<file path="src/shared/rst_seq_pkg.sv">
package rst_seq_pkg;
   localparam int n_cores = 3;
   localparam int boot_w = 3;
   localparam int div_w = 8;
   localparam int mult_w = 8;
   // boot select encodings
   localparam logic [2:0] boot_none = 3'h0;
   localparam logic [2:0] boot_spi_flash = 3'h1;
   localparam logic [2:0] boot_spi_host = 3'h2;
   localparam logic [2:0] boot_uart_host = 3'h3;
   localparam logic [2:0] boot_link_host = 3'h4;
   localparam logic [2:0] boot_ospi_flash = 3'h5;
   localparam logic [2:0] boot_emmc = 3'h6;
   localparam logic [2:0] boot_reserved = 3'h7;
   // reset sequencing timing
   localparam int clk_mhz = 25;
   localparam int sys_rst_ns = 400;
   localparam int sys_rst_cycles = (sys_rst_ns * clk_mhz + 999) / 1000;
   localparam int lock_ns = 2000;
   localparam int lock_cycles = (lock_ns * clk_mhz + 999) / 1000;
   localparam int cnt_w = 8;
   // reset-time clock defaults
   localparam logic [7:0] mult_rst = 8'h10;
   localparam logic [7:0] div_rst = 8'h01;
   localparam logic [1:0] clkout_sel_ref = 2'h0;
   localparam logic [1:0] clkout_sel_output_clk = 2'h1;
   localparam logic [1:0] clkout_sel_core = 2'h2;
   localparam logic [1:0] clkout_sel_ddr = 2'h3;

   typedef enum logic [2:0] {
      st_hw_reset = 3'h0,
      st_pll_lock = 3'h1,
      st_sys_reset = 3'h2,
      st_boot = 3'h3,
      st_run = 3'h4
   } seq_state_t;

   typedef enum logic [1:0] {
      cls_none = 2'h0,
      cls_flash = 2'h1,
      cls_host = 2'h2
   } boot_class_t;
endpackage

</file>
<file path="src/rtl/pin_sync3.sv">
`timescale 1ns/100ps
`default_nettype none
module pin_sync3 #(
   parameter int width = 1,
   parameter logic [width-1:0] init = '0
) (
   input wire logic clk,
   input wire logic reset_n,
   input wire logic [width-1:0] pin,
   output logic [width-1:0] level
);
   logic [width-1:0] s1_q, s2_q, s3_q, lvl_q;
   logic [width-1:0] lvl_d;

   // a change counts only once stages two and three agree
   always_comb begin
      lvl_d = lvl_q;
      for (int i = 0; i < width; i++) begin
         if (s2_q[i] == s3_q[i]) begin
            lvl_d[i] = s3_q[i];
         end
      end
   end

   always_ff @(posedge clk or negedge reset_n) begin
      if (!reset_n) begin
         s1_q <= init;
         s2_q <= init;
         s3_q <= init;
         lvl_q <= init;
      end else begin
         s1_q <= pin;
         s2_q <= s1_q;
         s3_q <= s2_q;
         lvl_q <= lvl_d;
      end
   end

   assign level = lvl_q;
endmodule
`default_nettype wire

</file>
<file path="src/rtl/clk_div_en.sv">
`timescale 1ns/100ps
`default_nettype none
module clk_div_en #(
   parameter int div_w = 8
) (
   input wire logic clk,
   input wire logic reset_n,
   input wire logic run,
   input wire logic tick,
   input wire logic [div_w-1:0] divide,
   output logic en
);
   logic [div_w-1:0] cnt_q, cnt_d;
   logic en_q, en_d;

   // one pulse every divide ticks; a divide of zero acts as one
   always_comb begin
      cnt_d = cnt_q;
      en_d = 1'b0;
      if (!run) begin
         cnt_d = '0;
      end else if (tick) begin
         if (cnt_q + div_w'(1) >= divide) begin
            cnt_d = '0;
            en_d = 1'b1;
         end else begin
            cnt_d = cnt_q + div_w'(1);
         end
      end
   end

   always_ff @(posedge clk or negedge reset_n) begin
      if (!reset_n) begin
         cnt_q <= '0;
         en_q <= 1'b0;
      end else begin
         cnt_q <= cnt_d;
         en_q <= en_d;
      end
   end

   assign en = en_q;
endmodule
`default_nettype wire

</file>
<file path="src/rtl/reset_boot_clock_sequencer.sv">
`timescale 1ns/100ps
`default_nettype none
// Operation
// system reset defaults every unit except the reset control unit itself
// hardware reset defaults everything, reset history included; boot_mode keeps its last value until resampled at the end of system reset
// core-only reset holds one core and blocks bus access to it
// system reset from software write, power, event, trigger or emulator
// low level on hardware reset input means hardware reset asserted
// release of hardware reset starts the pll locking sequence
// board releases hardware reset only after supplies and clocks valid
// clock settings are held then stepped smoothly to new values
// pll clock is multiplied reference, divided into core, sys, ddr, out
// clock out pin carries reference clock zero until reprogrammed
// boot select sampled on power-on and software resets
// boot select 000 none, 001-110 the listed flash and host modes
// flash modes fetch actively, host modes accept passively
// only core 0 runs boot loading, other cores stay out
// boot select 111 reserved, no boot loading
module reset_boot_clock_sequencer #(
   parameter int n_cores = rst_seq_pkg::n_cores,
   parameter int div_w = rst_seq_pkg::div_w,
   parameter int mult_w = rst_seq_pkg::mult_w
) (
   input wire logic clk,
   input wire logic reset_n,
   input wire logic hw_reset_n_in,
   input wire logic [2:0] boot_select,
   input wire logic ref_clk_in0,
   input wire logic sw_reset_req,
   input wire logic power_mgmt_unit_req,
   input wire logic system_event_ctrl_req,
   input wire logic trigger_routing_unit_req,
   input wire logic emulator_req,
   input wire logic [n_cores-1:0] core_reset_req,
   input wire logic clk_cfg_wr,
   input wire logic [mult_w-1:0] cfg_mult,
   input wire logic [div_w-1:0] cfg_core_div,
   input wire logic [div_w-1:0] cfg_sys_div,
   input wire logic [div_w-1:0] cfg_ddr_div,
   input wire logic [div_w-1:0] cfg_out_div,
   input wire logic [1:0] cfg_clkout_sel,
   input wire logic boot_done,
   output logic sys_reset_out,
   output logic hw_reset_out,
   output logic [n_cores-1:0] core_reset_out,
   output logic [n_cores-1:0] core_access_block,
   output logic pll_locking,
   output logic pll_locked,
   output logic [mult_w-1:0] pll_mult,
   output logic core_clk_en,
   output logic sys_clk_en,
   output logic ddr_clk_en,
   output logic output_clk_en,
   output logic clock_out_pin,
   output logic [2:0] boot_mode,
   output logic boot_active,
   output logic boot_fetch,
   output logic boot_accept,
   output logic [1:0] last_reset_cause
);
   localparam logic [7:0] sys_rst_cnt = 8'(rst_seq_pkg::sys_rst_cycles);
   localparam logic [7:0] lock_cnt = 8'(rst_seq_pkg::lock_cycles);

   function automatic rst_seq_pkg::boot_class_t classify(
      input logic [2:0] sel
   );
      case (sel)
         rst_seq_pkg::boot_spi_flash, rst_seq_pkg::boot_ospi_flash,
         rst_seq_pkg::boot_emmc: classify = rst_seq_pkg::cls_flash;
         rst_seq_pkg::boot_spi_host, rst_seq_pkg::boot_uart_host,
         rst_seq_pkg::boot_link_host: classify = rst_seq_pkg::cls_host;
         default: classify = rst_seq_pkg::cls_none;
      endcase
   endfunction
   logic hw_rst_lvl;
   logic [2:0] bsel_lvl;
   logic ref_lvl;

   // pins come from the board, outside this clock
   pin_sync3 #(.width(1), .init(1'b0)) u_hwrst_sync (
      .clk(clk),
      .reset_n(reset_n),
      .pin(hw_reset_n_in),
      .level(hw_rst_lvl)
   );
   pin_sync3 #(.width(3), .init(3'h0)) u_bsel_sync (
      .clk(clk),
      .reset_n(reset_n),
      .pin(boot_select),
      .level(bsel_lvl)
   );
   pin_sync3 #(.width(1), .init(1'b0)) u_ref_sync (
      .clk(clk),
      .reset_n(reset_n),
      .pin(ref_clk_in0),
      .level(ref_lvl)
   );

   rst_seq_pkg::seq_state_t st_q, st_d;
   logic [7:0] cnt_q, cnt_d;
   logic por_q, por_d;
   logic [2:0] bmode_q, bmode_d;
   logic [1:0] cause_q, cause_d;
   logic [n_cores-1:0] crst_q, crst_d;
   logic hw_rst_prev_q;
   logic sys_src;
   assign sys_src = sw_reset_req | power_mgmt_unit_req |
                    system_event_ctrl_req | trigger_routing_unit_req |
                    emulator_req;

   always_comb begin
      st_d = st_q;
      cnt_d = cnt_q;
      por_d = por_q;
      bmode_d = bmode_q;
      cause_d = cause_q;
      crst_d = core_reset_req;
      if (!hw_rst_lvl) begin
         // hardware reset wipes history too
         st_d = rst_seq_pkg::st_hw_reset;
         cnt_d = '0;
         por_d = 1'b1;
         cause_d = 2'h0;
         crst_d = '1;
      end else begin
         case (st_q)
            rst_seq_pkg::st_hw_reset: begin
               crst_d = '1;
               if (!hw_rst_prev_q) begin
                  st_d = rst_seq_pkg::st_pll_lock;
                  cnt_d = '0;
               end
            end
            rst_seq_pkg::st_pll_lock: begin
               crst_d = '1;
               cnt_d = cnt_q + 8'h01;
               if (cnt_q + 8'h01 >= lock_cnt) begin
                  st_d = rst_seq_pkg::st_sys_reset;
                  cnt_d = '0;
                  cause_d = 2'h1;
               end
            end
            rst_seq_pkg::st_sys_reset: begin
               crst_d = '1;
               cnt_d = cnt_q + 8'h01;
               if (cnt_q + 8'h01 >= sys_rst_cnt) begin
                  // straps caught on power-on or software reset
                  if (por_q || cause_q == 2'h2) begin
                     bmode_d = bsel_lvl;
                  end
                  por_d = 1'b0;
                  st_d = rst_seq_pkg::st_boot;
                  cnt_d = '0;
               end
            end
            rst_seq_pkg::st_boot: begin
               // other cores held off while core 0 loads
               crst_d = '1;
               crst_d[0] = core_reset_req[0];
               if (sys_src) begin
                  st_d = rst_seq_pkg::st_sys_reset;
                  cnt_d = '0;
                  cause_d = sw_reset_req ? 2'h2 : 2'h3;
               end else if (boot_done ||
                            classify(bmode_q) == rst_seq_pkg::cls_none) begin
                  st_d = rst_seq_pkg::st_run;
               end
            end
            rst_seq_pkg::st_run: begin
               if (sys_src) begin
                  st_d = rst_seq_pkg::st_sys_reset;
                  cnt_d = '0;
                  cause_d = sw_reset_req ? 2'h2 : 2'h3;
               end
            end
            default: begin
               st_d = rst_seq_pkg::st_hw_reset;
            end
         endcase
      end
   end

   always_ff @(posedge clk or negedge reset_n) begin
      if (!reset_n) begin
         st_q <= rst_seq_pkg::st_hw_reset;
         cnt_q <= '0;
         por_q <= 1'b1;
         bmode_q <= rst_seq_pkg::boot_none;
         cause_q <= 2'h0;
         crst_q <= '1;
         hw_rst_prev_q <= 1'b0;
      end else begin
         st_q <= st_d;
         cnt_q <= cnt_d;
         por_q <= por_d;
         bmode_q <= bmode_d;
         cause_q <= cause_d; // kept across system reset
         crst_q <= crst_d;
         hw_rst_prev_q <= hw_rst_lvl;
      end
   end

   // clock generator: staged settings, multiplier stepped one unit per cycle
   logic [mult_w-1:0] pend_mult_q, pend_mult_d, mult_q, mult_d;
   logic [div_w-1:0] pend_div_q [4];
   logic [div_w-1:0] pend_div_d [4];
   logic [div_w-1:0] div_q [4];
   logic [div_w-1:0] div_d [4];
   logic [1:0] pend_sel_q, pend_sel_d, sel_q, sel_d;
   logic hold_q, hold_d;
   logic in_hw;

   assign in_hw = (st_q == rst_seq_pkg::st_hw_reset);

   always_comb begin
      pend_mult_d = pend_mult_q;
      pend_div_d = pend_div_q;
      pend_sel_d = pend_sel_q;
      mult_d = mult_q;
      div_d = div_q;
      sel_d = sel_q;
      hold_d = hold_q;
      if (in_hw) begin
         pend_mult_d = rst_seq_pkg::mult_rst;
         mult_d = rst_seq_pkg::mult_rst;
         for (int i = 0; i < 4; i++) begin
            pend_div_d[i] = rst_seq_pkg::div_rst;
            div_d[i] = rst_seq_pkg::div_rst;
         end
         pend_sel_d = rst_seq_pkg::clkout_sel_ref;
         sel_d = rst_seq_pkg::clkout_sel_ref;
         hold_d = 1'b0;
      end else if (clk_cfg_wr) begin
         // write only stages; pll keeps running the old point
         pend_mult_d = cfg_mult;
         pend_div_d[0] = cfg_core_div;
         pend_div_d[1] = cfg_sys_div;
         pend_div_d[2] = cfg_ddr_div;
         pend_div_d[3] = cfg_out_div;
         pend_sel_d = cfg_clkout_sel;
         hold_d = 1'b1;
      end else if (hold_q) begin
         hold_d = 1'b0;
      end else begin
         // step multiplier by one per cycle to avoid a lock jump
         if (mult_q < pend_mult_q) begin
            mult_d = mult_q + mult_w'(1);
         end else if (mult_q > pend_mult_q) begin
            mult_d = mult_q - mult_w'(1);
         end
         if (mult_q == pend_mult_q) begin
            div_d = pend_div_q;
            sel_d = pend_sel_q;
         end
      end
   end

   always_ff @(posedge clk or negedge reset_n) begin
      if (!reset_n) begin
         pend_mult_q <= rst_seq_pkg::mult_rst;
         mult_q <= rst_seq_pkg::mult_rst;
         for (int i = 0; i < 4; i++) begin
            pend_div_q[i] <= rst_seq_pkg::div_rst;
            div_q[i] <= rst_seq_pkg::div_rst;
         end
         pend_sel_q <= rst_seq_pkg::clkout_sel_ref;
         sel_q <= rst_seq_pkg::clkout_sel_ref;
         hold_q <= 1'b0;
      end else begin
         pend_mult_q <= pend_mult_d;
         mult_q <= mult_d;
         pend_div_q <= pend_div_d;
         div_q <= div_d;
         pend_sel_q <= pend_sel_d;
         sel_q <= sel_d;
         hold_q <= hold_d;
      end
   end
   logic run_clk;
   logic [3:0] div_en;
   assign run_clk = (st_q != rst_seq_pkg::st_hw_reset) &&
                    (st_q != rst_seq_pkg::st_pll_lock);

   // pll clock modelled as the system clock; dividers give enables
   genvar g;
   generate
      for (g = 0; g < 4; g++) begin : g_div
         clk_div_en #(.div_w(div_w)) u_div (
            .clk(clk),
            .reset_n(reset_n),
            .run(run_clk),
            .tick(1'b1),
            .divide(div_q[g]),
            .en(div_en[g])
         );
      end
   endgenerate

   logic clkout_q, clkout_d;
   always_comb begin
      case (sel_q)
         rst_seq_pkg::clkout_sel_ref: clkout_d = ref_lvl;
         rst_seq_pkg::clkout_sel_output_clk: clkout_d = div_en[3];
         rst_seq_pkg::clkout_sel_core: clkout_d = div_en[0];
         default: clkout_d = div_en[2];
      endcase
   end

   always_ff @(posedge clk or negedge reset_n) begin
      if (!reset_n) begin
         clkout_q <= 1'b0;
      end else begin
         clkout_q <= clkout_d;
      end
   end

   rst_seq_pkg::boot_class_t cls;
   assign cls = classify(bmode_q);

   assign hw_reset_out = in_hw;
   assign sys_reset_out = (st_q != rst_seq_pkg::st_boot) &&
                          (st_q != rst_seq_pkg::st_run);
   assign core_reset_out = crst_q;
   assign core_access_block = crst_q;
   assign pll_locking = (st_q == rst_seq_pkg::st_pll_lock);
   assign pll_locked = run_clk;
   assign pll_mult = mult_q;
   assign core_clk_en = div_en[0];
   assign sys_clk_en = div_en[1];
   assign ddr_clk_en = div_en[2];
   assign output_clk_en = div_en[3];
   assign clock_out_pin = clkout_q;
   assign boot_mode = bmode_q;
   assign boot_active = (st_q == rst_seq_pkg::st_boot) &&
                        (cls != rst_seq_pkg::cls_none);
   assign boot_fetch = boot_active && (cls == rst_seq_pkg::cls_flash);
   assign boot_accept = boot_active && (cls == rst_seq_pkg::cls_host);
   assign last_reset_cause = cause_q;
endmodule
`default_nettype wire

</file>
<file path="config.mk">
export PLATFORM = sky130hd
export DESIGN_NAME = reset_boot_clock_sequencer
export DESIGN_NICKNAME = d
export VERILOG_FILES = /design/src/shared/rst_seq_pkg.sv /design/src/rtl/pin_sync3.sv /design/src/rtl/clk_div_en.sv /design/src/rtl/reset_boot_clock_sequencer.sv
export SDC_FILE = /design/constraint.sdc
export NUM_CORES = 1
export LEC_CHECK = 0
export BUFFER_PORTS_ARGS = -buffer_cell sky130_fd_sc_hd__buf_2
export CAP_MARGIN = 25
export CORE_UTILIZATION = 50
export CTS_BUF_LIST = sky130_fd_sc_hd__clkbuf_2 sky130_fd_sc_hd__clkbuf_4 sky130_fd_sc_hd__clkbuf_8
export CTS_CLUSTER_SIZE = 20
export DETAILED_ROUTE_END_ITERATION = 12
export PLACE_DENSITY_LB_ADDON = 0.05
export SLEW_MARGIN = 20
export SYNTH_ARGS = -nofsm -noshare
export SYNTH_HDL_FRONTEND = slang
export SYNTH_SLANG_ARGS = --single-unit
</file>
<file path="constraint.sdc">
create_clock -name clk -period 4.1 [get_ports clk]
set_input_delay 0.205 -clock clk [delete_from_list [all_inputs] [get_ports clk]]
set_output_delay 0.205 -clock clk [all_outputs]
set_load 0.1 [all_outputs]
</file>
## Yosys cells after proc, flatten, opt, wreduce, memory -nomap -nowiden

Index checks and enable logic that the tools add are counted.
Widths: inputs -> output; s select.

- Flip-flop bits (word level): 163
- Latch bits: 0
- Memory bits (writable): 0
- ROM bits: 0
- Input bits: 59
- Logic and storage cells: 190
- Memories: 0

- Add/subtract/negate cells: 7
- Multipliers: 0
- Div/mod/pow operators: 0
- Magnitude comparators: 8
- Equality and inequality tests: 36
- Shift operators: 0
- Multiplexer cells: 66
- Bitwise logic cells: 4
- Reduce and logical (&&, ||, !) cells: 26

Operators with widths:

| kind | count |
|---|---|
| $mux 32 | 6 |
| $mux 8 | 20 |
| $add 8x1->8 const B | 6 |
| $ge 8x8->1 | 4 |
| $pmux 8 s4 | 1 |
| $mux 2 | 12 |
| $mux 3 | 8 |
| $ne 3x3->1 const B | 7 |
| $pmux 3 s5 | 1 |
| $mux 1 | 14 |
| $eq 3x2->1 const B | 4 |
| $eq 3x3->1 const B | 4 |
| $reduce_and 3->1 | 4 |
| $reduce_or 3->1 | 3 |
| $eq 8x8->1 | 1 |
| $ge 8x4->1 const B | 1 |
| $ge 8x6->1 const B | 1 |
| $gt 8x8->1 | 1 |
| $lt 8x8->1 | 1 |
| $pmux 2 s2 | 2 |
| $sub 8x1->8 const B | 1 |
| $eq 2x2->1 const B | 3 |
| $eq 3x1->1 const B | 2 |
| $ne 2x2->1 const B | 3 |
| other kinds (20) | 37 |

## Logic depth before layout (Yosys ltp)

- Depth after elaboration: 13
- Depth in mapped cells: 16
- Depth with buffers taken out: 16

## Hierarchy

Synthesis repeated with hierarchy kept, for this count alone.

- Cells, all modules: 807
- Area total of the unflattened synthesis: 8383.0 sq um

Modules (own cells, without submodules):

| module | times used | cells an instance | area an instance (sq um) | seq. area each (sq um) |
|---|---|---|---|---|
| reset_boot_clock_sequencer | 1 | 522 | 5163.7 | 2695.1 |
| clk_div_en | 4 | 65 | 665.6 | 225.2 |
| pin_sync3 (u_bsel_sync) | 1 | 15 | 334.1 | 300.3 |
| pin_sync3 (u_hwrst_sync ...) | 2 | 5 | 111.4 | 100.1 |

## Worst setup path before layout

No wires, ideal clock.

- Path kind: flip-flop to flip-flop
- Start point: reg bmode_q[1], in the netlist boot_mode[1]
- End point: reg st_q[1]
- Setup time: 0.124 ns
- Arrival time: 4.187 ns
- Slack: -0.211 ns
- Cell stages (with the launch flop): 8
- Buffers on the path: 0
- Cell sequence: dfrtp_1 nor3_1 nor3_1 and4b_1 a31oi_1 o2111ai_1 a21oi_1 a211o_1

- Longest elaborated chain between the ends: 10
- Elaborated cells between the ends (all ways): 16

RTL lines:

| item | RTL line | RTL |
|---|---|---|
| start, declared | reset_boot_clock_sequencer.sv:102 | `logic [2:0] bmode_q, bmode_d;` |
| start signal, assigned | reset_boot_clock_sequencer.sv:188 | `bmode_q <= rst_seq_pkg::boot_none;` |
| start signal, assigned | reset_boot_clock_sequencer.sv:196 | `bmode_q <= bmode_d;` |
| $eq 3x2->1 (tied with other cells) | reset_boot_clock_sequencer.sv:67 | `case (sel)` |
| $reduce_or 3->1 | reset_boot_clock_sequencer.sv:67 |  |
| $pmux 2 s2 * | reset_boot_clock_sequencer.sv:67 |  |
| $mux 2 * | reset_boot_clock_sequencer.sv:160 | `if (sys_src) begin` |
| $mux 2 * | reset_boot_clock_sequencer.sv:126 | `case (st_q)` |
| $mux 2 * | reset_boot_clock_sequencer.sv:118 | `if (!hw_rst_lvl) begin` |
| $logic_not 2->1 * | reset_boot_clock_sequencer.sv:165 | `classify(bmode_q) == rst_seq_pkg::cls_none) begin` |
| $logic_or 1x1->1 * | reset_boot_clock_sequencer.sv:164 | `end else if (boot_done \|\|` |
| $ne 4x4->1 (no source line) * | n/a |  |
| $reduce_and 5->1 (no source line) * | n/a |  |
| end signal, assigned | reset_boot_clock_sequencer.sv:185 | `st_q <= rst_seq_pkg::st_hw_reset;` |
| end signal, assigned | reset_boot_clock_sequencer.sv:193 | `st_q <= st_d;` |
| end, declared | reset_boot_clock_sequencer.sv:99 | `rst_seq_pkg::seq_state_t st_q, st_d;` |

Every way passes the cells marked *; elsewhere a longest branch is shown, timed or not. The select of a mux whose other input is x is not followed.
A chain may end at the register's enable or synchronous reset.

## Final worst setup path

- Start point: reg mult_q[1], in the netlist pll_mult[1]
- End point: reg mult_q[7], in the netlist pll_mult[7]

- Longest elaborated chain between the ends: 6
- Elaborated cells between the ends (all ways): 11

RTL lines:

| item | RTL line | RTL |
|---|---|---|
| start, declared | reset_boot_clock_sequencer.sv:204 | `logic [mult_w-1:0] pend_mult_q, pend_mult_d, mult_q, mult_d;` |
| start signal, assigned | reset_boot_clock_sequencer.sv:261 | `mult_q <= rst_seq_pkg::mult_rst;` |
| start signal, assigned | reset_boot_clock_sequencer.sv:271 | `mult_q <= mult_d;` |
| $sub 8x1->8 | reset_boot_clock_sequencer.sv:249 | `mult_d = mult_q - mult_w'(1);` |
| $mux 8 | reset_boot_clock_sequencer.sv:248 | `end else if (mult_q > pend_mult_q) begin` |
| $mux 8 | reset_boot_clock_sequencer.sv:246 | `if (mult_q < pend_mult_q) begin` |
| $mux 8 | reset_boot_clock_sequencer.sv:242 | `end else if (hold_q) begin` |
| $mux 8 | reset_boot_clock_sequencer.sv:233 | `end else if (clk_cfg_wr) begin` |
| $mux 8 | reset_boot_clock_sequencer.sv:223 | `if (in_hw) begin` |

Parallel ways exist; a longest one is shown, timed or not. The select of a mux whose other input is x is not followed.

==> impl_metrics.json <==
{
  "outcome": "completed",
  "initial_utilization": 0.512,
  "yosysSeqAreaShare": 0.503,
  "power.share.clock": 0.224,
  "ff_latch_area_um2": 4100,
  "row_count": 46,
  "clk_path_buf_depth": 2,
  "netlist_instances": 813,
  "cts.sinks": 163,
  "endpoint_kind": "flop",
  "yosysWarningCount": 0,
  "critPathMaxFanout": 7,
  "portBuffers": 89,
  "sw_frac_of_total": 0.415,
  "globalplace.congestion": 0.809,
  "netlist_top_cells_area": "sky130_fd_sc_hd__dfrtp_1 46%, sky130_fd_sc_hd__ha_1 8.0%, sky130_fd_sc_hd__nand2_1 6.0%, sky130_fd_sc_hd__mux2i_1 5.5%, sky130_fd_sc_hd__a21oi_1 4.6%",
  "synth_top_area_frac": 0.458,
  "synth_most_common_cell": "sky130_fd_sc_hd__dfrtp_1",
  "synth_flop_cell": "sky130_fd_sc_hd__dfrtp_1",
  "slew_at_the_pin_closest_to_its_max_slew_limit_ps": 769,
  "netlist_area_um2": 8140,
  "vdd.ir_drop.worst_v": 0.000458,
  "detail_route.iter0.violations": 290,
  "cts_h_tree_depth": 4,
  "seqPwrFrac": 0.361,
  "chipHeight_um": 130,
  "finalHoldViolCount": 0,
  "post-cts-setup-buffers": 0,
  "period_needed_ps": 3560,
  "cp_data_arrival_time_ps": 3940,
  "timing.max_slew.rel_slack": 0.487,
  "power.leakage_uw": 0.00458,
  "postSynth.asyncResetShare": 1.00,
  "p_per_area_nw_per_um2": 610,
  "holdWs_ps": 29.5,
  "n_fill_cell": 1344,
  "finalCritPeriodShare": 0.868,
  "net-switching-power_uw": 2480,
  "finalMaxSlewViolations": 0,
  "cp.required_ps": 4480,
  "clk_transition_reported_paths_ps": 90,
  "clockRootBuffer": "sky130_fd_sc_hd__clkbuf_8",
  "avgViaCountPerCell": 5.19,
  "setup-violations-final": 0,
  "max_cap_viol_count": 0,
  "max_clock_freq_mhz": 281,
  "synth_nets": 925,
  "grt_overflow_total": 0,
  "nets": 1056,
  "placement.setup.worst_slack_ps": 595,
  "r2r.worst_path.cells": 14,
  "drive_above_1_share": 0.175,
  "hpwl_um": 11300,
  "critPathKind": "reg -> reg",
  "grt_setup_unrepaired": "false",
  "most_common_library_cells_after_synthesis": "149 x sky130_fd_sc_hd__dfrtp_1, 131 x sky130_fd_sc_hd__nand2_1, 75 x sky130_fd_sc_hd__a21oi_1",
  "cts_repair_resize_count": 0,
  "synth_top_area_cell": "sky130_fd_sc_hd__dfrtp_1",
  "worst_hold_path_type": "in -> reg",
  "drt.antenna.violating_nets": 0,
  "syn_avg_cell_area_um2": 10.0,
  "clock_tree_from_tritoncts": "done",
  "first_pass_grt_wire_length_um": 28900,
  "timing.clock.skew_ps": 9.35,
  "floorplan.die_area_um2": 16800,
  "ioPinCount": 90,
  "die_w_um": 130,
  "timing.critical_path.from_type": "flop",
  "power.combinational.fraction": 0.415,
  "worstSkewPairLatency_ps": 450,
  "finalWorstSetupSlack_ps": 540,
  "synth_cell_type_count": 65,
  "area_growth_pct": 20.0,
  "design.core.area_um2": 15900,
  "via_count": 6102,
  "total_internal_power_uw": 3490,
  "final.setup.tns_ps": 0,
  "grt_max_degree": 91,
  "synth_seq_cells": 163,
  "cts_buf_count": 17,
  "global_route.usage.total": 0.220,
  "hold_buffers": 49,
  "multiInputGateArea_um2": 3730,
  "number_of_global_route_vias_before_repair": 6134,
  "timing.hold.worst_path_depth": 3,
  "drtPass1Iterations": 4,
  "drt_drc_violations_left": 0,
  "synth-edff-count": 0,
  "wirelength_um": 17000,
  "antenna_found_initial": 2,
  "wl_per_cell_um": 14.4
}
per-layer routing:
layer / track usage / up-vias / part of all wire
met5: 0 / - / 0
met4: 0.0684 / 0 / 0.012
met3: 0.0516 / 19 / 0.044
met2: 0.354 / 115 / 0.48
met1: 0.295 / 2946 / 0.47
li1: - / 3022 / -
registers in the layout, indices dropped and copies added (netlist names), 3 cells and up:
register and count:
div_q 32, boot_mode 3, pll_mult 8, g_div.u_div.en 4, cnt_q 8, pend_div_q 32
u_bsel_sync.s1_q 3, u_bsel_sync.s2_q 3, core_access_block 3, pend_mult_q 8, u_bsel_sync.s3_q 3, g_div.u_div.cnt_q 32
st_q 3, u_bsel_sync.level 3
logic make-up after synthesis:
group	share of synthesized area
DFF	0.503
xor gates and xnor gates	0.0354
buffers and inverters	0.0403
and+or+nand+nor	0.165
AOI/OAI and AO/OA	0.104
adders and majority gates	0.0886
muxes	0.0641
power by group through the flow:
| stage | combinational [µW] | clock, µW | sequential [µW] |
|---|---|---|---|
| 2_1_floorplan | 1550 | 0 | 2470 |
| 3_3_place_gp | 2330 | 0 | 2170 |
| 3_5_place_dp | 2400 | 0 | 2180 |
| 4_1_cts | 2460 | 1380 | 2150 |
| 5_1_grt | 2730 | 1420 | 2190 |
| 6_report | 2480 | 1330 | 2150 |
worst max-delay path: stages (launching register included):
cell and delay [ps]:
sky130_fd_sc_hd__dfrtp_1 450, sky130_fd_sc_hd__ha_1 340, sky130_fd_sc_hd__nor2b_1 140, sky130_fd_sc_hd__o21a_1 160
sky130_fd_sc_hd__o21a_1 180, sky130_fd_sc_hd__o21bai_1 200, sky130_fd_sc_hd__nand2_1 220, sky130_fd_sc_hd__ha_1 330
sky130_fd_sc_hd__a21o_1 180, sky130_fd_sc_hd__a21oi_1 210, sky130_fd_sc_hd__o21ai_0 170, sky130_fd_sc_hd__o41a_1 360
sky130_fd_sc_hd__a21o_1 170, sky130_fd_sc_hd__a21oi_1 190, sky130_fd_sc_hd__mux2i_1 200
stage by stage:
| stage | total power (µW) | utilization | std cells | area, µm² |
|---|---|---|---|---|
| finish | 5960 | 0.615 | 1175 | 9770 |
| global route | 6340 | 0.615 | 1175 | 9770 |
| CTS | 5990 | 0.613 | 1172 | 9740 |
| detailed placement | 4590 | 0.553 | 1091 | 8790 |
| global placement | 4500 | 0.553 | 1091 | 8790 |
| floorplan | 4020 | - | 813 | 8140 |
layout make-up:
class,count,area share
inverters,50,0.0192
flip-flops and latches,163,0.419
clock inverters,10,0.0187
multi-input cells,567,0.382
well taps,216,0.0277
diodes,2,0.000512
clock buffers,22,0.0278
repair buffers,145,0.105
layout by cell type (no fill, tap or decap), types with 3 or more instances in the layout:
cell,synthesis,routed
sky130_fd_sc_hd__dfrtp_1,149,149
sky130_fd_sc_hd__nand2_1,131,131
sky130_fd_sc_hd__buf_2,4,88
sky130_fd_sc_hd__a21oi_1,75,75
sky130_fd_sc_hd__nor2_1,69,69
sky130_fd_sc_hd__ha_1,52,52
sky130_fd_sc_hd__inv_1,50,49
sky130_fd_sc_hd__dlygate4sd3_1,0,49
sky130_fd_sc_hd__mux2i_1,45,45
sky130_fd_sc_hd__xnor2_1,22,22
sky130_fd_sc_hd__a21o_1,18,18
sky130_fd_sc_hd__nand3_1,17,17
sky130_fd_sc_hd__clkbuf_8,0,17
sky130_fd_sc_hd__dfstp_2,14,14
sky130_fd_sc_hd__nor3_1,13,12
sky130_fd_sc_hd__nand2b_1,11,11
sky130_fd_sc_hd__and3_1,10,10
sky130_fd_sc_hd__xor2_1,9,9
sky130_fd_sc_hd__nor2b_1,6,6
sky130_fd_sc_hd__nand3b_1,6,6
sky130_fd_sc_hd__o21ai_0,6,6
sky130_fd_sc_hd__a211oi_1,5,5
sky130_fd_sc_hd__o21a_1,5,5
sky130_fd_sc_hd__and2_1,5,5
sky130_fd_sc_hd__maj3_1,5,5
sky130_fd_sc_hd__bufinv_16,0,5
sky130_fd_sc_hd__clkbuf_4,0,5
sky130_fd_sc_hd__buf_4,3,5
sky130_fd_sc_hd__nand4_1,4,4
sky130_fd_sc_hd__o21ai_1,4,4
sky130_fd_sc_hd__or2_2,3,3
sky130_fd_sc_hd__or3_1,3,3
sky130_fd_sc_hd__nor3_2,2,3
sky130_fd_sc_hd__mux2_2,3,3
sky130_fd_sc_hd__a22o_1,3,3
sky130_fd_sc_hd__clkinvlp_4,0,3
worst paths after layout:
kind,startpoint,endpoint,slack [ps]
setup / recovery,pll_mult[1]$_DFFE_PN0P_,pll_mult[7]$_DFFE_PN0P_,540
hold / removal,cfg_core_div[2],pend_div_q[26]$_DFFE_PN0P_,30
setup reg to reg,pll_mult[1]$_DFFE_PN0P_,pll_mult[7]$_DFFE_PN0P_,540
hold reg to reg,u_ref_sync.s1_q$_DFF_PN0_,u_ref_sync.s2_q$_DFF_PN0_,360
max in group asynchronous,reset_n,div_q[24]$_DFFE_PN1P_,2830
min in group asynchronous,reset_n,pend_div_q[11]$_DFFE_PN0P_,320
(Power assumes the default switching activity.)
